[config.mk]
export PLATFORM = sky130hd
export DESIGN_NAME = sqp_top
export DESIGN_NICKNAME = d
export VERILOG_FILES = /design/src/sqp_pkg.sv /design/src/sqp_quad.sv /design/src/sqp_pwm.sv /design/src/sqp_top.sv
export SDC_FILE = /design/constraint.sdc
export NUM_CORES = 1
export LEC_CHECK = 0
export ABC_CLOCK_PERIOD_IN_PS = 41000
export CAP_MARGIN = 20
export CORE_AREA = 3 3 193 242
export DETAILED_ROUTE_END_ITERATION = 6
export DIE_AREA = 0 0 196 245
export DONT_BUFFER_PORTS = 1
export GPL_TIMING_DRIVEN = 0
export MAX_ROUTING_LAYER = met4
export PLACE_DENSITY_LB_ADDON = 0.25
export SLEW_MARGIN = 20
export SYNTH_ARGS = -nofsm -noshare
export SYNTH_HDL_FRONTEND = slang
export SYNTH_SLANG_ARGS = --single-unit
[constraint.sdc]
create_clock -name sys_clk -period 41 [get_ports sys_clk]
set_input_delay 8.2 -clock sys_clk [delete_from_list [all_inputs] [get_ports sys_clk]]
set_output_delay 8.2 -clock sys_clk [all_outputs]
set_load 0.01 [all_outputs]
[src/sqp_pkg.sv]
// constants and helpers shared by the servo quadrature/pwm io block
package sqp_pkg;
    // ==================================================================
    // timing
    localparam int CLK_PERIOD_NS = 25;       // 40 MHz core clock
    localparam int WD_TIME_NS    = 6500000;  // watchdog trip time
    localparam int WD_CYCLES     = WD_TIME_NS / CLK_PERIOD_NS;
    localparam int FILT_TIME_NS  = 175;      // shortest accepted pulse
    localparam int FILT_CYCLES   =
        (FILT_TIME_NS + CLK_PERIOD_NS - 1) / CLK_PERIOD_NS;
    localparam int PWM_PERIOD    = 2047;     // carrier period in clocks
    // ==================================================================
    // sizes
    localparam int NCH     = 4;   // quadrature and pwm channels
    localparam int QCNT_W  = 14;  // counter width, wraps mod 2^14
    localparam int PWM_W   = 12;  // signed duty setting
    localparam int NDOUT   = 18;  // digital outputs
    localparam int NDED    = 10;  // dedicated digital outputs
    localparam int NDIN    = 20;  // digital inputs
    localparam int NDED_IN = 8;   // dedicated digital inputs
    localparam int ADR_W   = 8;
    // ==================================================================
    // register byte offsets
    localparam logic [7:0] ADR_CTRL  = 8'h00;
    localparam logic [7:0] ADR_DOUT  = 8'h04;
    localparam logic [7:0] ADR_INV   = 8'h08;
    localparam logic [7:0] ADR_DIN   = 8'h0C;
    localparam logic [7:0] ADR_QCNT0 = 8'h10;  // 0x10..0x1C
    localparam logic [7:0] ADR_PWM0  = 8'h20;  // 0x20..0x2C
    localparam logic [7:0] ADR_STAT  = 8'h30;
    // ==================================================================
    // field positions and reset values
    localparam int CTRL_DIR_LSB   = 0;   // pwm+direction selects
    localparam int CTRL_PDM_LSB   = 4;   // pulse-density selects
    localparam int CTRL_WDEN_BIT  = 8;   // watchdog enable
    localparam int CTRL_OUTEN_BIT = 9;   // drive the output pins
    localparam logic [31:0] CTRL_RESET = 32'h0000_0100;
    localparam int PWM_UPO_BIT    = 16;  // shared output on up pin
    localparam int PWM_DNO_BIT    = 17;  // shared output on down pin
    localparam int QCNT_IDX_BIT   = 31;  // index seen since last read
    localparam int STAT_WD_BIT    = 0;   // watchdog has tripped

    // byte-lane merge of write data into the current value
    function automatic logic [31:0] wmerge(input logic [31:0] old,
                                           input logic [31:0] nw,
                                           input logic [3:0]  sel);
        logic [31:0] r;
        r = old;
        for (int b = 0; b < 4; b++) begin
            if (sel[b]) begin
                r[b*8 +: 8] = nw[b*8 +: 8];
            end
        end
        return r;
    endfunction
endpackage

[src/sqp_quad.sv]
// one 4x quadrature counter with rising-edge index capture
`timescale 1ns/1ps
module sqp_quad
    import sqp_pkg::*;
#(
    parameter int CW = QCNT_W
) (
    input  wire logic          sys_clk,
    input  wire logic          rst,
    input  wire logic          phase_a,   // filtered a input
    input  wire logic          phase_b,   // filtered b input
    input  wire logic          index,     // filtered index input
    input  wire logic          idx_clr,   // host read of this counter
    output logic [CW-1:0]      count,
    output logic               idx_seen
);
    // ==================================================================
    // state
    logic          a_q, b_q, z_q;    // previous samples
    logic [CW-1:0] cnt_q, cnt_d;     // position
    logic          seen_q, seen_d;   // sticky index flag
    logic          rise;

    // next state: one count per edge of a or b
    always_comb begin
        cnt_d = cnt_q;
        // both phases moving at once is illegal; hold
        if ((a_q ^ phase_a) != (b_q ^ phase_b)) begin
            if (a_q ^ phase_b) begin
                cnt_d = cnt_q + 1'b1;
            end else begin
                cnt_d = cnt_q - 1'b1;
            end
        end
        rise   = index & ~z_q;
        // a new index beats the clear
        seen_d = rise | (seen_q & ~idx_clr);
    end

    // registers
    always_ff @(posedge sys_clk or posedge rst) begin
        if (rst) begin
            a_q    <= 1'b0;
            b_q    <= 1'b0;
            z_q    <= 1'b0;
            cnt_q  <= '0;
            seen_q <= 1'b0;
        end else begin
            a_q    <= phase_a;
            b_q    <= phase_b;
            z_q    <= index;
            cnt_q  <= cnt_d;
            seen_q <= seen_d;
        end
    end

    assign count    = cnt_q;
    assign idx_seen = seen_q;
endmodule

[src/sqp_pwm.sv]
// one signed pwm generator: up/down or pwm+direction, fixed or pdm
`timescale 1ns/1ps
module sqp_pwm
    import sqp_pkg::*;
#(
    parameter int W   = PWM_W,
    parameter int PER = PWM_PERIOD
) (
    input  wire logic          sys_clk,
    input  wire logic          rst,
    input  wire logic [W-1:0]  value,     // two's complement duty
    input  wire logic          pwmdir,    // pwm+direction style
    input  wire logic          pdm,       // pulse-density style
    output logic               up_out,
    output logic               down_out
);
    localparam int MW = W - 1;
    localparam logic [MW-1:0] PLAST = MW'(PER - 1);
    // ==================================================================
    // state
    logic [MW-1:0] cnt_q, cnt_d;   // carrier position
    logic [MW-1:0] acc_q, acc_d;   // pdm accumulator
    logic          up_q, up_d, dn_q, dn_d;
    logic [MW-1:0] mag;
    logic [MW:0]   sum;
    logic          neg, pulse, carry;

    // magnitude of the setting; most negative code clamps to full
    always_comb begin
        neg = value[W-1];
        if (value == {1'b1, {MW{1'b0}}}) begin
            mag = {MW{1'b1}};
        end else if (neg) begin
            mag = MW'(-value);
        end else begin
            mag = value[MW-1:0];
        end
        // period of PER clocks, full magnitude never switches off
        cnt_d = (cnt_q == PLAST) ? '0 : cnt_q + 1'b1;
        // pdm: carry out of a modulo-PER accumulator
        sum   = {1'b0, acc_q} + {1'b0, mag};
        carry = sum >= (MW+1)'(PER);
        acc_d = carry ? MW'(sum - (MW+1)'(PER)) : sum[MW-1:0];
        pulse = pdm ? carry : (cnt_q < mag);
        if (pwmdir) begin
            up_d = pulse;
            dn_d = neg;
        end else begin
            up_d = pulse & ~neg;
            dn_d = pulse & neg;
        end
    end

    // registers
    always_ff @(posedge sys_clk or posedge rst) begin
        if (rst) begin
            cnt_q <= '0;
            acc_q <= '0;
            up_q  <= 1'b0;
            dn_q  <= 1'b0;
        end else begin
            cnt_q <= cnt_d;
            acc_q <= acc_d;
            up_q  <= up_d;
            dn_q  <= dn_d;
        end
    end

    assign up_out   = up_q;
    assign down_out = dn_q;
endmodule

[src/sqp_top.sv]
// servo io top: wishbone registers, filters, counters, pwm, watchdog
// Function
// - watchdog tristates outputs after 6.5 ms idle
// - watchdog on at reset, pins tristated
// - direction high when command negative, invertible
// - index counts on rising edge only
// - sample every 25 ns, reject under 175 ns
// - status light is up0 xor down0
// - four quadrature channels sampled at 40 MHz
// - 4x counting, one step per edge
// - counter resolves 8191 counts between reads
// - 4095 signed duty levels including zero
// - carrier period is 2047 clocks
// - pwm+direction puts pulse on up pin
// - pwm+direction puts sign on down pin
// - pulse-density mode also offered
// - 18 outputs, 8 shared xored on pwm
// - 20 inputs, 12 shared with quadrature pins
// - invert flag makes shared pin active low
// - dedicated outputs update together, shared with pwm
// - all inputs latched at one instant
`timescale 1ns/1ps
module sqp_top
    import sqp_pkg::*;
#(
    parameter int WD_LIMIT = WD_CYCLES   // shorten for simulation
) (
    input  wire logic              sys_clk,
    input  wire logic              rst,
    input  wire logic [ADR_W-1:0]  wb_adr_i,
    input  wire logic [31:0]       wb_dat_i,
    input  wire logic [3:0]        wb_sel_i,
    input  wire logic              wb_we_i,
    input  wire logic              wb_cyc_i,
    input  wire logic              wb_stb_i,
    output logic [31:0]            wb_dat_o,
    output logic                   wb_ack_o,
    input  wire logic [NDED_IN-1:0] digital_input_n,
    input  wire logic [NCH-1:0]    quad_phase_a_in,
    input  wire logic [NCH-1:0]    quad_phase_b_in,
    input  wire logic [NCH-1:0]    quad_index_in,
    output logic [NCH-1:0]         pwm_up_out,
    output logic [NCH-1:0]         pwm_up_oe,
    output logic [NCH-1:0]         pwm_down_out,
    output logic [NCH-1:0]         pwm_down_oe,
    output logic [NDED-1:0]        digital_output_n,
    output logic [NDED-1:0]        digital_output_oe,
    output logic                   led_out
);
    localparam int WDW = $clog2(WD_LIMIT + 1);
    localparam logic [WDW-1:0] WD_END = WDW'(WD_LIMIT);
    localparam logic [2:0] FLAST = 3'(FILT_CYCLES - 1);

    // ==================================================================
    // input filter: a level must stand FILT_CYCLES samples to pass
    logic [NDIN-1:0] raw, flt_q, flt_d;      // IN0..IN19 order
    logic [2:0]      fcnt_q [NDIN];          // disagreeing samples
    logic [2:0]      fcnt_d [NDIN];

    // dedicated, then index, a, b of channels 0..3
    assign raw = {quad_phase_b_in, quad_phase_a_in, quad_index_in,
                  digital_input_n};

    // next filter values; noise on the index pins is the usual victim
    always_comb begin
        for (int i = 0; i < NDIN; i++) begin
            flt_d[i]  = flt_q[i];
            fcnt_d[i] = '0;
            if (raw[i] != flt_q[i]) begin
                if (fcnt_q[i] == FLAST) begin
                    flt_d[i] = raw[i];
                end else begin
                    fcnt_d[i] = fcnt_q[i] + 1'b1;
                end
            end
        end
    end

    // filter registers, one sample per clock
    always_ff @(posedge sys_clk or posedge rst) begin
        if (rst) begin
            flt_q <= '0;
            for (int i = 0; i < NDIN; i++) begin
                fcnt_q[i] <= '0;
            end
        end else begin
            flt_q <= flt_d;
            for (int i = 0; i < NDIN; i++) begin
                fcnt_q[i] <= fcnt_d[i];
            end
        end
    end

    // ==================================================================
    // register file
    logic              take;                 // request accepted now
    logic              ack_q;
    logic [31:0]       dat_q, dat_d;         // read data
    logic [NCH-1:0]    dir_q, dir_d;         // pwm+direction select
    logic [NCH-1:0]    pdm_q, pdm_d;         // pulse-density select
    logic              wden_q, wden_d;       // watchdog enable
    logic              outen_q, outen_d;     // configured, drive pins
    logic [NDED-1:0]   dout_q, dout_d;       // outputs 0..9
    logic [NDOUT-1:0]  inv_q, inv_d;         // output invert flags
    logic [PWM_W-1:0]  pwmv_q [NCH];         // duty settings
    logic [PWM_W-1:0]  pwmv_d [NCH];
    logic [2*NCH-1:0]  shout_q, shout_d;     // outputs 10..17
    logic [NCH-1:0]    idx_clr;              // read of a counter
    logic [QCNT_W-1:0] qcnt [NCH];
    logic [NCH-1:0]    qidx;
    logic [31:0]       rd, wv;
    logic              trip;                 // watchdog expired

    assign take = wb_cyc_i & wb_stb_i & ~ack_q;

    // read mux and register updates, all in the accepting cycle
    always_comb begin
        rd = '0;
        unique case (wb_adr_i)
            ADR_CTRL: begin
                rd[CTRL_DIR_LSB +: NCH] = dir_q;
                rd[CTRL_PDM_LSB +: NCH] = pdm_q;
                rd[CTRL_WDEN_BIT]       = wden_q;
                rd[CTRL_OUTEN_BIT]      = outen_q;
            end
            ADR_DOUT: rd[NDED-1:0]  = dout_q;
            ADR_INV:  rd[NDOUT-1:0] = inv_q;
            ADR_DIN:  rd[NDIN-1:0]  = flt_q;
            ADR_STAT: rd[STAT_WD_BIT] = trip;
            default: begin
                for (int c = 0; c < NCH; c++) begin
                    if (wb_adr_i == ADR_QCNT0 + 8'(4*c)) begin
                        // 14 bits wrap; host differences stay exact
                        rd[QCNT_W-1:0]   = qcnt[c];
                        rd[QCNT_IDX_BIT] = qidx[c];
                    end
                    if (wb_adr_i == ADR_PWM0 + 8'(4*c)) begin
                        rd[PWM_W-1:0]  = pwmv_q[c];
                        rd[PWM_UPO_BIT] = shout_q[2*c];
                        rd[PWM_DNO_BIT] = shout_q[2*c+1];
                    end
                end
            end
        endcase
        wv      = wmerge(rd, wb_dat_i, wb_sel_i);
        dat_d   = take ? rd : dat_q;
        dir_d   = dir_q;
        pdm_d   = pdm_q;
        wden_d  = wden_q;
        outen_d = outen_q;
        dout_d  = dout_q;
        inv_d   = inv_q;
        shout_d = shout_q;
        idx_clr = '0;
        for (int c = 0; c < NCH; c++) begin
            pwmv_d[c] = pwmv_q[c];
            if (take && !wb_we_i && wb_adr_i == ADR_QCNT0 + 8'(4*c)) begin
                idx_clr[c] = 1'b1;
            end
            // shared outputs move with their duty setting
            if (take && wb_we_i && wb_adr_i == ADR_PWM0 + 8'(4*c)) begin
                pwmv_d[c]       = wv[PWM_W-1:0];
                shout_d[2*c]    = wv[PWM_UPO_BIT];
                shout_d[2*c+1]  = wv[PWM_DNO_BIT];
            end
        end
        if (take && wb_we_i) begin
            if (wb_adr_i == ADR_CTRL) begin
                dir_d   = wv[CTRL_DIR_LSB +: NCH];
                pdm_d   = wv[CTRL_PDM_LSB +: NCH];
                wden_d  = wv[CTRL_WDEN_BIT];
                outen_d = wv[CTRL_OUTEN_BIT];
            end
            if (wb_adr_i == ADR_DOUT) begin
                dout_d = wv[NDED-1:0];
            end
            if (wb_adr_i == ADR_INV) begin
                inv_d = wv[NDOUT-1:0];
            end
        end
    end

    // register file flops; watchdog on, pins off after reset
    always_ff @(posedge sys_clk or posedge rst) begin
        if (rst) begin
            ack_q   <= 1'b0;
            dat_q   <= '0;
            dir_q   <= CTRL_RESET[CTRL_DIR_LSB +: NCH];
            pdm_q   <= CTRL_RESET[CTRL_PDM_LSB +: NCH];
            wden_q  <= CTRL_RESET[CTRL_WDEN_BIT];
            outen_q <= CTRL_RESET[CTRL_OUTEN_BIT];
            dout_q  <= '0;
            inv_q   <= '0;
            shout_q <= '0;
            for (int c = 0; c < NCH; c++) begin
                pwmv_q[c] <= '0;
            end
        end else begin
            ack_q   <= take;
            dat_q   <= dat_d;
            dir_q   <= dir_d;
            pdm_q   <= pdm_d;
            wden_q  <= wden_d;
            outen_q <= outen_d;
            dout_q  <= dout_d;
            inv_q   <= inv_d;
            shout_q <= shout_d;
            for (int c = 0; c < NCH; c++) begin
                pwmv_q[c] <= pwmv_d[c];
            end
        end
    end

    assign wb_ack_o = ack_q;
    assign wb_dat_o = dat_q;

    // ==================================================================
    // watchdog: any bus access restarts it
    logic [WDW-1:0] wd_q, wd_d;

    always_comb begin
        if (take) begin
            wd_d = '0;
        end else if (wd_q == WD_END) begin
            wd_d = wd_q;                   // saturate until next access
        end else begin
            wd_d = wd_q + 1'b1;
        end
        trip = wden_q && (wd_q == WD_END);
    end

    always_ff @(posedge sys_clk or posedge rst) begin
        if (rst) begin
            wd_q <= '0;
        end else begin
            wd_q <= wd_d;
        end
    end

    // ==================================================================
    // channels
    logic [NCH-1:0] pu, pd;                // raw pwm up/down

    for (genvar c = 0; c < NCH; c++) begin : g_ch
        sqp_quad u_quad (
            .sys_clk  (sys_clk),
            .rst      (rst),
            .phase_a  (flt_q[NDED_IN + NCH + c]),
            .phase_b  (flt_q[NDED_IN + 2*NCH + c]),
            .index    (flt_q[NDED_IN + c]),
            .idx_clr  (idx_clr[c]),
            .count    (qcnt[c]),
            .idx_seen (qidx[c])
        );
        sqp_pwm u_pwm (
            .sys_clk  (sys_clk),
            .rst      (rst),
            .value    (pwmv_q[c]),
            .pwmdir   (dir_q[c]),
            .pdm      (pdm_q[c]),
            .up_out   (pu[c]),
            .down_out (pd[c])
        );
    end

    // ==================================================================
    // pins: shared outputs xor onto pwm, invert, tristate when idle
    logic [NCH-1:0]  up_q, up_d, dn_q, dn_d;
    logic [NDED-1:0] do_q, do_d;
    logic            drv_q, drv_d, led_q, led_d;

    always_comb begin
        for (int c = 0; c < NCH; c++) begin
            // host must leave the pwm side idle when sharing a pin
            up_d[c] = pu[c] ^ shout_q[2*c] ^ inv_q[NDED + 2*c];
            dn_d[c] = pd[c] ^ shout_q[2*c+1]
                      ^ inv_q[NDED + 2*c + 1];
        end
        do_d  = dout_q ^ inv_q[NDED-1:0];
        drv_d = outen_q & ~trip;
        led_d = pu[0] ^ pd[0];
    end

    always_ff @(posedge sys_clk or posedge rst) begin
        if (rst) begin
            up_q  <= '0;
            dn_q  <= '0;
            do_q  <= '0;
            drv_q <= 1'b0;
            led_q <= 1'b0;
        end else begin
            up_q  <= up_d;
            dn_q  <= dn_d;
            do_q  <= do_d;
            drv_q <= drv_d;
            led_q <= led_d;
        end
    end

    assign pwm_up_out        = up_q;
    assign pwm_down_out      = dn_q;
    assign digital_output_n  = do_q;
    assign pwm_up_oe         = {NCH{drv_q}};
    assign pwm_down_oe       = {NCH{drv_q}};
    assign digital_output_oe = {NDED{drv_q}};
    assign led_out           = led_q;
endmodule

**Word level (Yosys, flattened, before mapping)**

Index checks and enable logic that the tools add are counted.

- Mux-type cells: 106
- Reductions and logical operators: 38
- Bitwise gates (word level): 67
- Order comparisons: 8
- Add/subtract/negate cells: 45
- Equality and inequality tests: 66

Operator list:

| kind | number |
|---|---|
| 2-to-1 mux 11 bit | 16 |
| 2-to-1 mux 14 bit | 10 |
| 2-to-1 mux 3 bit | 40 |
| adder 3 x 1 -> 3 bit (second input constant) | 20 |
| == test 3 bit (second input constant) | 20 |
| adder 14 x 1 -> 14 bit (second input constant) | 4 |
| subtractor 14 x 1 -> 14 bit (second input constant) | 4 |
| adder 11 x 11 -> 12 bit | 4 |
| == test 12 bit (second input constant) | 4 |
| >= comparator 12 x 11 -> 1 bit (second input constant) | 4 |
| 2-to-1 mux 12 bit | 4 |
| AND reduction 2 bit | 23 |
| case mux 9 bit (5 select lines) | 1 |
| adder 11 x 1 -> 11 bit (second input constant) | 4 |
| == test 11 bit (second input constant) | 4 |
| less-than comparator 11 bit | 4 |
| negator 11 bit | 4 |
| subtractor 11 bit (second input constant) | 4 |
| == test 8 x 6 -> 1 bit (second input constant) | 5 |
| 2-to-1 mux 18 bit | 2 |
| == test 8 x 5 -> 1 bit (second input constant) | 4 |
| XOR 1 bit | 29 |
| != test 1 bit | 24 |
| 2-to-1 mux 1 bit | 21 |
| other kinds (20) | 71 |

- Output and inout bits: 70
- Flip-flop bits (word level): 402
- Bits of input ports: 69
- Logic and storage cells: 428

**Longest topological paths before layout**

- Word-level depth: 13
- Gate-level depth with buffers: 20
- Depth with buffers taken out: 19

**Hierarchy**

From an unflattened synthesis, not the netlist that was laid out.

- Cell total of the unflattened synthesis: 2617
- Area total of the unflattened synthesis: 24636.1 sq um

Modules (own cells, without submodules):

| module | times used | area each (sq um) | cells an instance | seq. area each (sq um) |
|---|---|---|---|---|
| sqp_top | 1 | 11917.7 | 1202 | 5856.9 |
| sqp_pwm at g_ch[1].u_pwm ... | 2 | 2118.3 | 245 | 600.6 |
| sqp_quad | 4 | 1029.7 | 104 | 450.4 |
| sqp_pwm at g_ch[3].u_pwm | 1 | 2224.6 | 267 | 600.6 |
| sqp_pwm at g_ch[0].u_pwm | 1 | 2138.3 | 242 | 600.6 |

**Worst setup path after synthesis**

Ideal clock, no wire load.

- Path type: input to register
- Start point: input port wb_adr_i[2]
- End point: register dir_q[1]
- Stages: 11
- Slack: 30.708 ns
- Library setup time: 0.125 ns
- Path buffers: 2
- Arrival time: 10.167 ns
- Data required time: 40.875 ns
- Cell sequence: or4_1 -> buf_2 -> nor3_1 -> nand3_1 -> o31ai_1 -> buf_6 -> a211oi_1 -> nand2_1 -> o21ai_1 -> mux2_2 -> mux2_2

- Longest elaborated chain between the ends: 13
- Elaborated cells on any way between the ends: 26
- Classes of those cells: eq/ne: 12; mux: 12; reduce/logical: 2

RTL lines:

| item | line | RTL |
|---|---|---|
| start, declared | sqp_top.sv:30 | `input wire logic [ADR_W-1:0] wb_adr_i,` |
| == test 8 x 5 -> 1 bit | sqp_top.sv:132 | `if (wb_adr_i == ADR_QCNT0 + 8'(4*c)) begin` |
| 2-to-1 mux 14 bit | sqp_top.sv:132 |  |
| 2-to-1 mux 12 bit | sqp_top.sv:137 | `if (wb_adr_i == ADR_PWM0 + 8'(4*c)) begin` |
| 2-to-1 mux 14 bit | sqp_top.sv:132 |  |
| 2-to-1 mux 14 bit | sqp_top.sv:119 | `unique case (wb_adr_i)` |
| 2-to-1 mux 12 bit | sqp_top.sv:137 |  |
| 2-to-1 mux 14 bit | sqp_top.sv:132 |  |
| 2-to-1 mux 12 bit | sqp_top.sv:137 |  |
| 2-to-1 mux 14 bit | sqp_top.sv:132 |  |
| 2-to-1 mux 14 bit | sqp_top.sv:119 |  |
| 2-to-1 mux 12 bit | sqp_top.sv:137 |  |
| case mux 9 bit (5 select lines) | sqp_top.sv:119 |  |
| 2-to-1 mux 8 bit | sqp_pkg.sv:50 | `if (sel[b]) begin` |
| end signal, assigned | sqp_top.sv:188 | `dir_q <= CTRL_RESET[CTRL_DIR_LSB +: NCH];` |
| end signal, assigned | sqp_top.sv:201 | `dir_q <= dir_d;` |
| end, declared | sqp_top.sv:99 | `logic [NCH-1:0] dir_q, dir_d;` |

Parallel ways exist; a longest one is shown, timed or not. The select of a mux whose other input is x is not followed.
A chain may end at the register's enable or synchronous reset.

**Worst setup path after layout**

- Start point: input port wb_adr_i[2]
- End point: register shout_q[7]

- Longest elaborated chain between the ends: 7
- Elaborated cells on any way between the ends: 17
- Classes of those cells: eq/ne: 8; mux: 6; reduce/logical: 3

RTL lines:

| item | line | RTL |
|---|---|---|
| == test 8 x 6 -> 1 bit | sqp_top.sv:137 |  |
| 2-to-1 mux 2 bit (4 in a row) | sqp_top.sv:137 |  |
| case mux 2 bit (3 select lines) | sqp_top.sv:119 |  |
| 2-to-1 mux 2 bit | sqp_pkg.sv:50 |  |
| end signal, assigned | sqp_top.sv:207 | `shout_q <= shout_d;` |
| end, declared | sqp_top.sv:107 | `logic [2*NCH-1:0] shout_q, shout_d;` |

Parallel ways exist; a longest one is shown, timed or not.

==> results.sh <==
export IMPL_status="finished, final reports clean"
export IMPL_yosysUniqueCellTypes=102
export IMPL_slew_viol_final=0
export IMPL_max_stage_delay_ps=600
export IMPL_clock_skew_final_ps=22.7
export IMPL_fin_crit_sh_pct=27.5
export IMPL_yosys_warnings=0
export IMPL_p_total_mw=1.76
export IMPL_grt_max_degree=111
export IMPL_grt_overflow_total=0
export IMPL_min_from="g_ch[2].u_quad.z_q"
export IMPL_place_congestion=0.966
export IMPL_dr_pass1_iters=6
export IMPL_seq_area_frac_synth_pct=41.2
export IMPL_rows=86
export IMPL_hpwl_mm=49.4
export IMPL_grt_pass1_vias=19200
export IMPL_cts_setup_buffers=0
export IMPL_synth_area_top_cells="dfrtp_1, ha_1, mux2_2, xnor2_1, nand2_1"
export IMPL_clock_sinks=402
export IMPL_end_kind="register"
export IMPL_synth_cells=2583
export IMPL_synth_edff_count=0
export IMPL_drive_above_1_share_pct=10.9
export IMPL_portBuffers=0
export IMPL_setup_violations=0
export IMPL_routedWlPerCell_um=19.8
export IMPL_cp_data_required_time_ps=41480
export IMPL_mostFrequentLayoutCell="dfrtp_1"
export IMPL_die_w_um=196
export IMPL_synth_top_area_share_pct=41.1
export IMPL_fin_tns_setup_ps=0
export IMPL_synth_area_leader_cell="dfrtp_1"
export IMPL_start_util_pct=55.0
export IMPL_avgSynthCellArea_um2=9.45
export IMPL_critical_path_arrival_ps=11770
export IMPL_cts_resized=0
export IMPL_stdcell_count=3249
export IMPL_die_h_um=245
export IMPL_finalCriticalPeriod_ps=11290
export IMPL_worstRegToRegCells=18
export IMPL_max_clock_freq_mhz=88.6
export IMPL_powerDensity_nw_per_um2=65.6
export IMPL_p_leak_nw=12.3
export IMPL_r2r_end="g_ch[1].u_pwm.acc_q[5]"
export IMPL_grt_usage_pct=27.4
export IMPL_tightest_slew_ps=1010
export IMPL_dieArea_um2=48000
export IMPL_ir_worst_vdd_v=0.0000552
export IMPL_layout_nets=2873
export IMPL_antenna_found_initial=2
export IMPL_ys_seq_elements=402
export IMPL_num_vias=19300
export IMPL_synth_ff_type="dfrtp_1"
export IMPL_worstPathCellList="buf_2, clkbuf_1, nand2_1, nor2_1, clkbuf_1, a222oi_1, o21ai_0, mux2i_1, o21ai_0"
export IMPL_setup_ws_ps=29710
export IMPL_path_class="in2reg"
export IMPL_critPathSlowestCell="nor2_1"
export IMPL_ctsHoldBuffers=0
export IMPL_root_buffer="clkbuf_16"
export IMPL_max_cap_violations=0
export IMPL_clk_latency_ps=580
export IMPL_holdPathStages=1
export IMPL_place_ws_ps=29340
export IMPL_r2r_slack_ps=35730
export IMPL_rsz0062_at_grt="false"
export IMPL_max_slew_margin_rel_pct=32.5
export IMPL_holdPathEnd="g_ch[2].u_quad.idx_seen"
export IMPL_mostFrequentLayoutCells="dfrtp_1, nand2_1, nor2_1"
export IMPL_cts_max_level=2
export IMPL_cp_start_kind="primary input"
export IMPL_grt_first_pass_wirelength_mm=102
export IMPL_crit_path_max_fanout=10
export IMPL_cts_tree="built"
export IMPL_ant_nets=0
export IMPL_dpl_cell_count=3169
export IMPL_hold_viol=0
export IMPL_area_growth_pct=9.79
export IMPL_synthArstFlopShare_pct=100
export IMPL_dr_first_iter_drc_count=1156
export IMPL_cts_buffers=43
export IMPL_finalWirelength_mm=64.3
export IMPL_pin_count=139
export IMPL_r2r_start="pwmv_q[24]"
export IMPL_vias_per_cell=5.93
export IMPL_netlist_area_um2=24400
export IMPL_drc=0
export IMPL_cts_max_path_buffers=3
export IMPL_fp_coreArea_um2=44300
export IMPL_clk_pin_slew_ps=60
export IMPL_min_path_type="reg2reg"
worst max-delay path by stage:
stage / from / end / slack, ps / depth (start not counted)
CTS: wb_adr_i[2] / shout_q[7] / 29930 / 9
finish: wb_adr_i[2] / shout_q[7] / 29710 / 9
global placement: rst / fcnt_q[55] / 17490 / 1
floorplan: rst / digital_output_n[0] / 21620 / 1
global route: wb_adr_i[2] / shout_q[7] / 29660 / 9
detailed placement: wb_adr_i[2] / shout_q[7] / 29340 / 9
sequential cells by signal, indices dropped and copies added, names as in the netlist, 18 cells and up:
| signal | count |
|---|---|
| pwmv_q | 48 |
| wb_dat_o | 21 |
| fcnt_q | 60 |
| g_ch.u_pwm.cnt_q | 44 |
| inv_q | 18 |
| g_ch.u_quad.count | 56 |
| wd_q | 18 |
| flt_q | 20 |
| g_ch.u_pwm.acc_q | 44 |
cell type report:
cell class / instances / area, um2
Antenna cell: 2 / 5.00
Buffer: 96 / 534
Clock buffer: 58 / 1190
Clock inverter: 20 / 307
Fill cell: 3753 / 17500
Inverter: 157 / 597
Multi-Input combinational cell: 1938 / 13300
Sequential cell: 402 / 10100
Tap cell: 572 / 716
Timing Repair Buffer: 4 / 110
report_power, final:
part	internal, mW	total, mW	leakage [nW]	switching (mW)
sequential	0.488	0.575	5.22	0.0874
clock	0.250	0.415	0.730	0.165
combinational	0.329	0.767	6.32	0.438
critical path: cells and delay by family:
family,cells,cell delay [ps]
AO/OA/AOI/OAI,3,850
AND/OR/NAND/NOR,2,820
multiplexers,1,380
buffers and inverters,3,1500
cells in the mapped netlist (all sizes together), types with 24 or more instances:
cell type,number
dfrtp,401
a21oi,171
clkbuf,45
a22oi,26
nor2,240
o21ai,124
xor2,110
mux2,110
nor2b,24
nor3,64
a211oi,33
nand3b,31
nand3,54
inv,157
a21o,28
ha,154
nand2,290
xnor2,130
buf,51
logic make-up (layout without fill, tap and decap cells):
| logic type | Yosys count | in the layout | share of synthesized area (%) |
|---|---|---|---|
| muxes | 127 | 127 | 5.79 |
| AOI/OAI and AO/OA | 548 | 548 | 14.6 |
| and+or+nand+nor | 850 | 850 | 16.6 |
| adders and majority gates | 162 | 162 | 8.55 |
| other | 1 | 13 | 0.0154 |
| xor gates and xnor gates | 240 | 240 | 8.62 |
| buffers and inverters | 253 | 335 | 4.61 |
| DFF | 402 | 402 | 41.2 |
metal layers:
layer / global-route usage [%] / share of wire, % / vias to the layer above
met3: 4.83 / 5.7 / 138
met2: 46.1 / 50 / 526
met1: 32.6 / 40 / 9436
met5: - / 0 / -
met4: 11.3 / 4.5 / 0
li1: - / - / 9168
metrics by stage:
step | instance area (um2) | utilization (%) | hold slack [ps]
floorplan | 24400 | - | 400
global placement | 25200 | 56.7 | 405
detailed placement | 25300 | 57.0 | 412
CTS | 26800 | 60.4 | 420
global route | 26800 | 60.4 | 436
finish | 26800 | 60.4 | 422
Note: power is estimated with default switching activity, not from simulation.
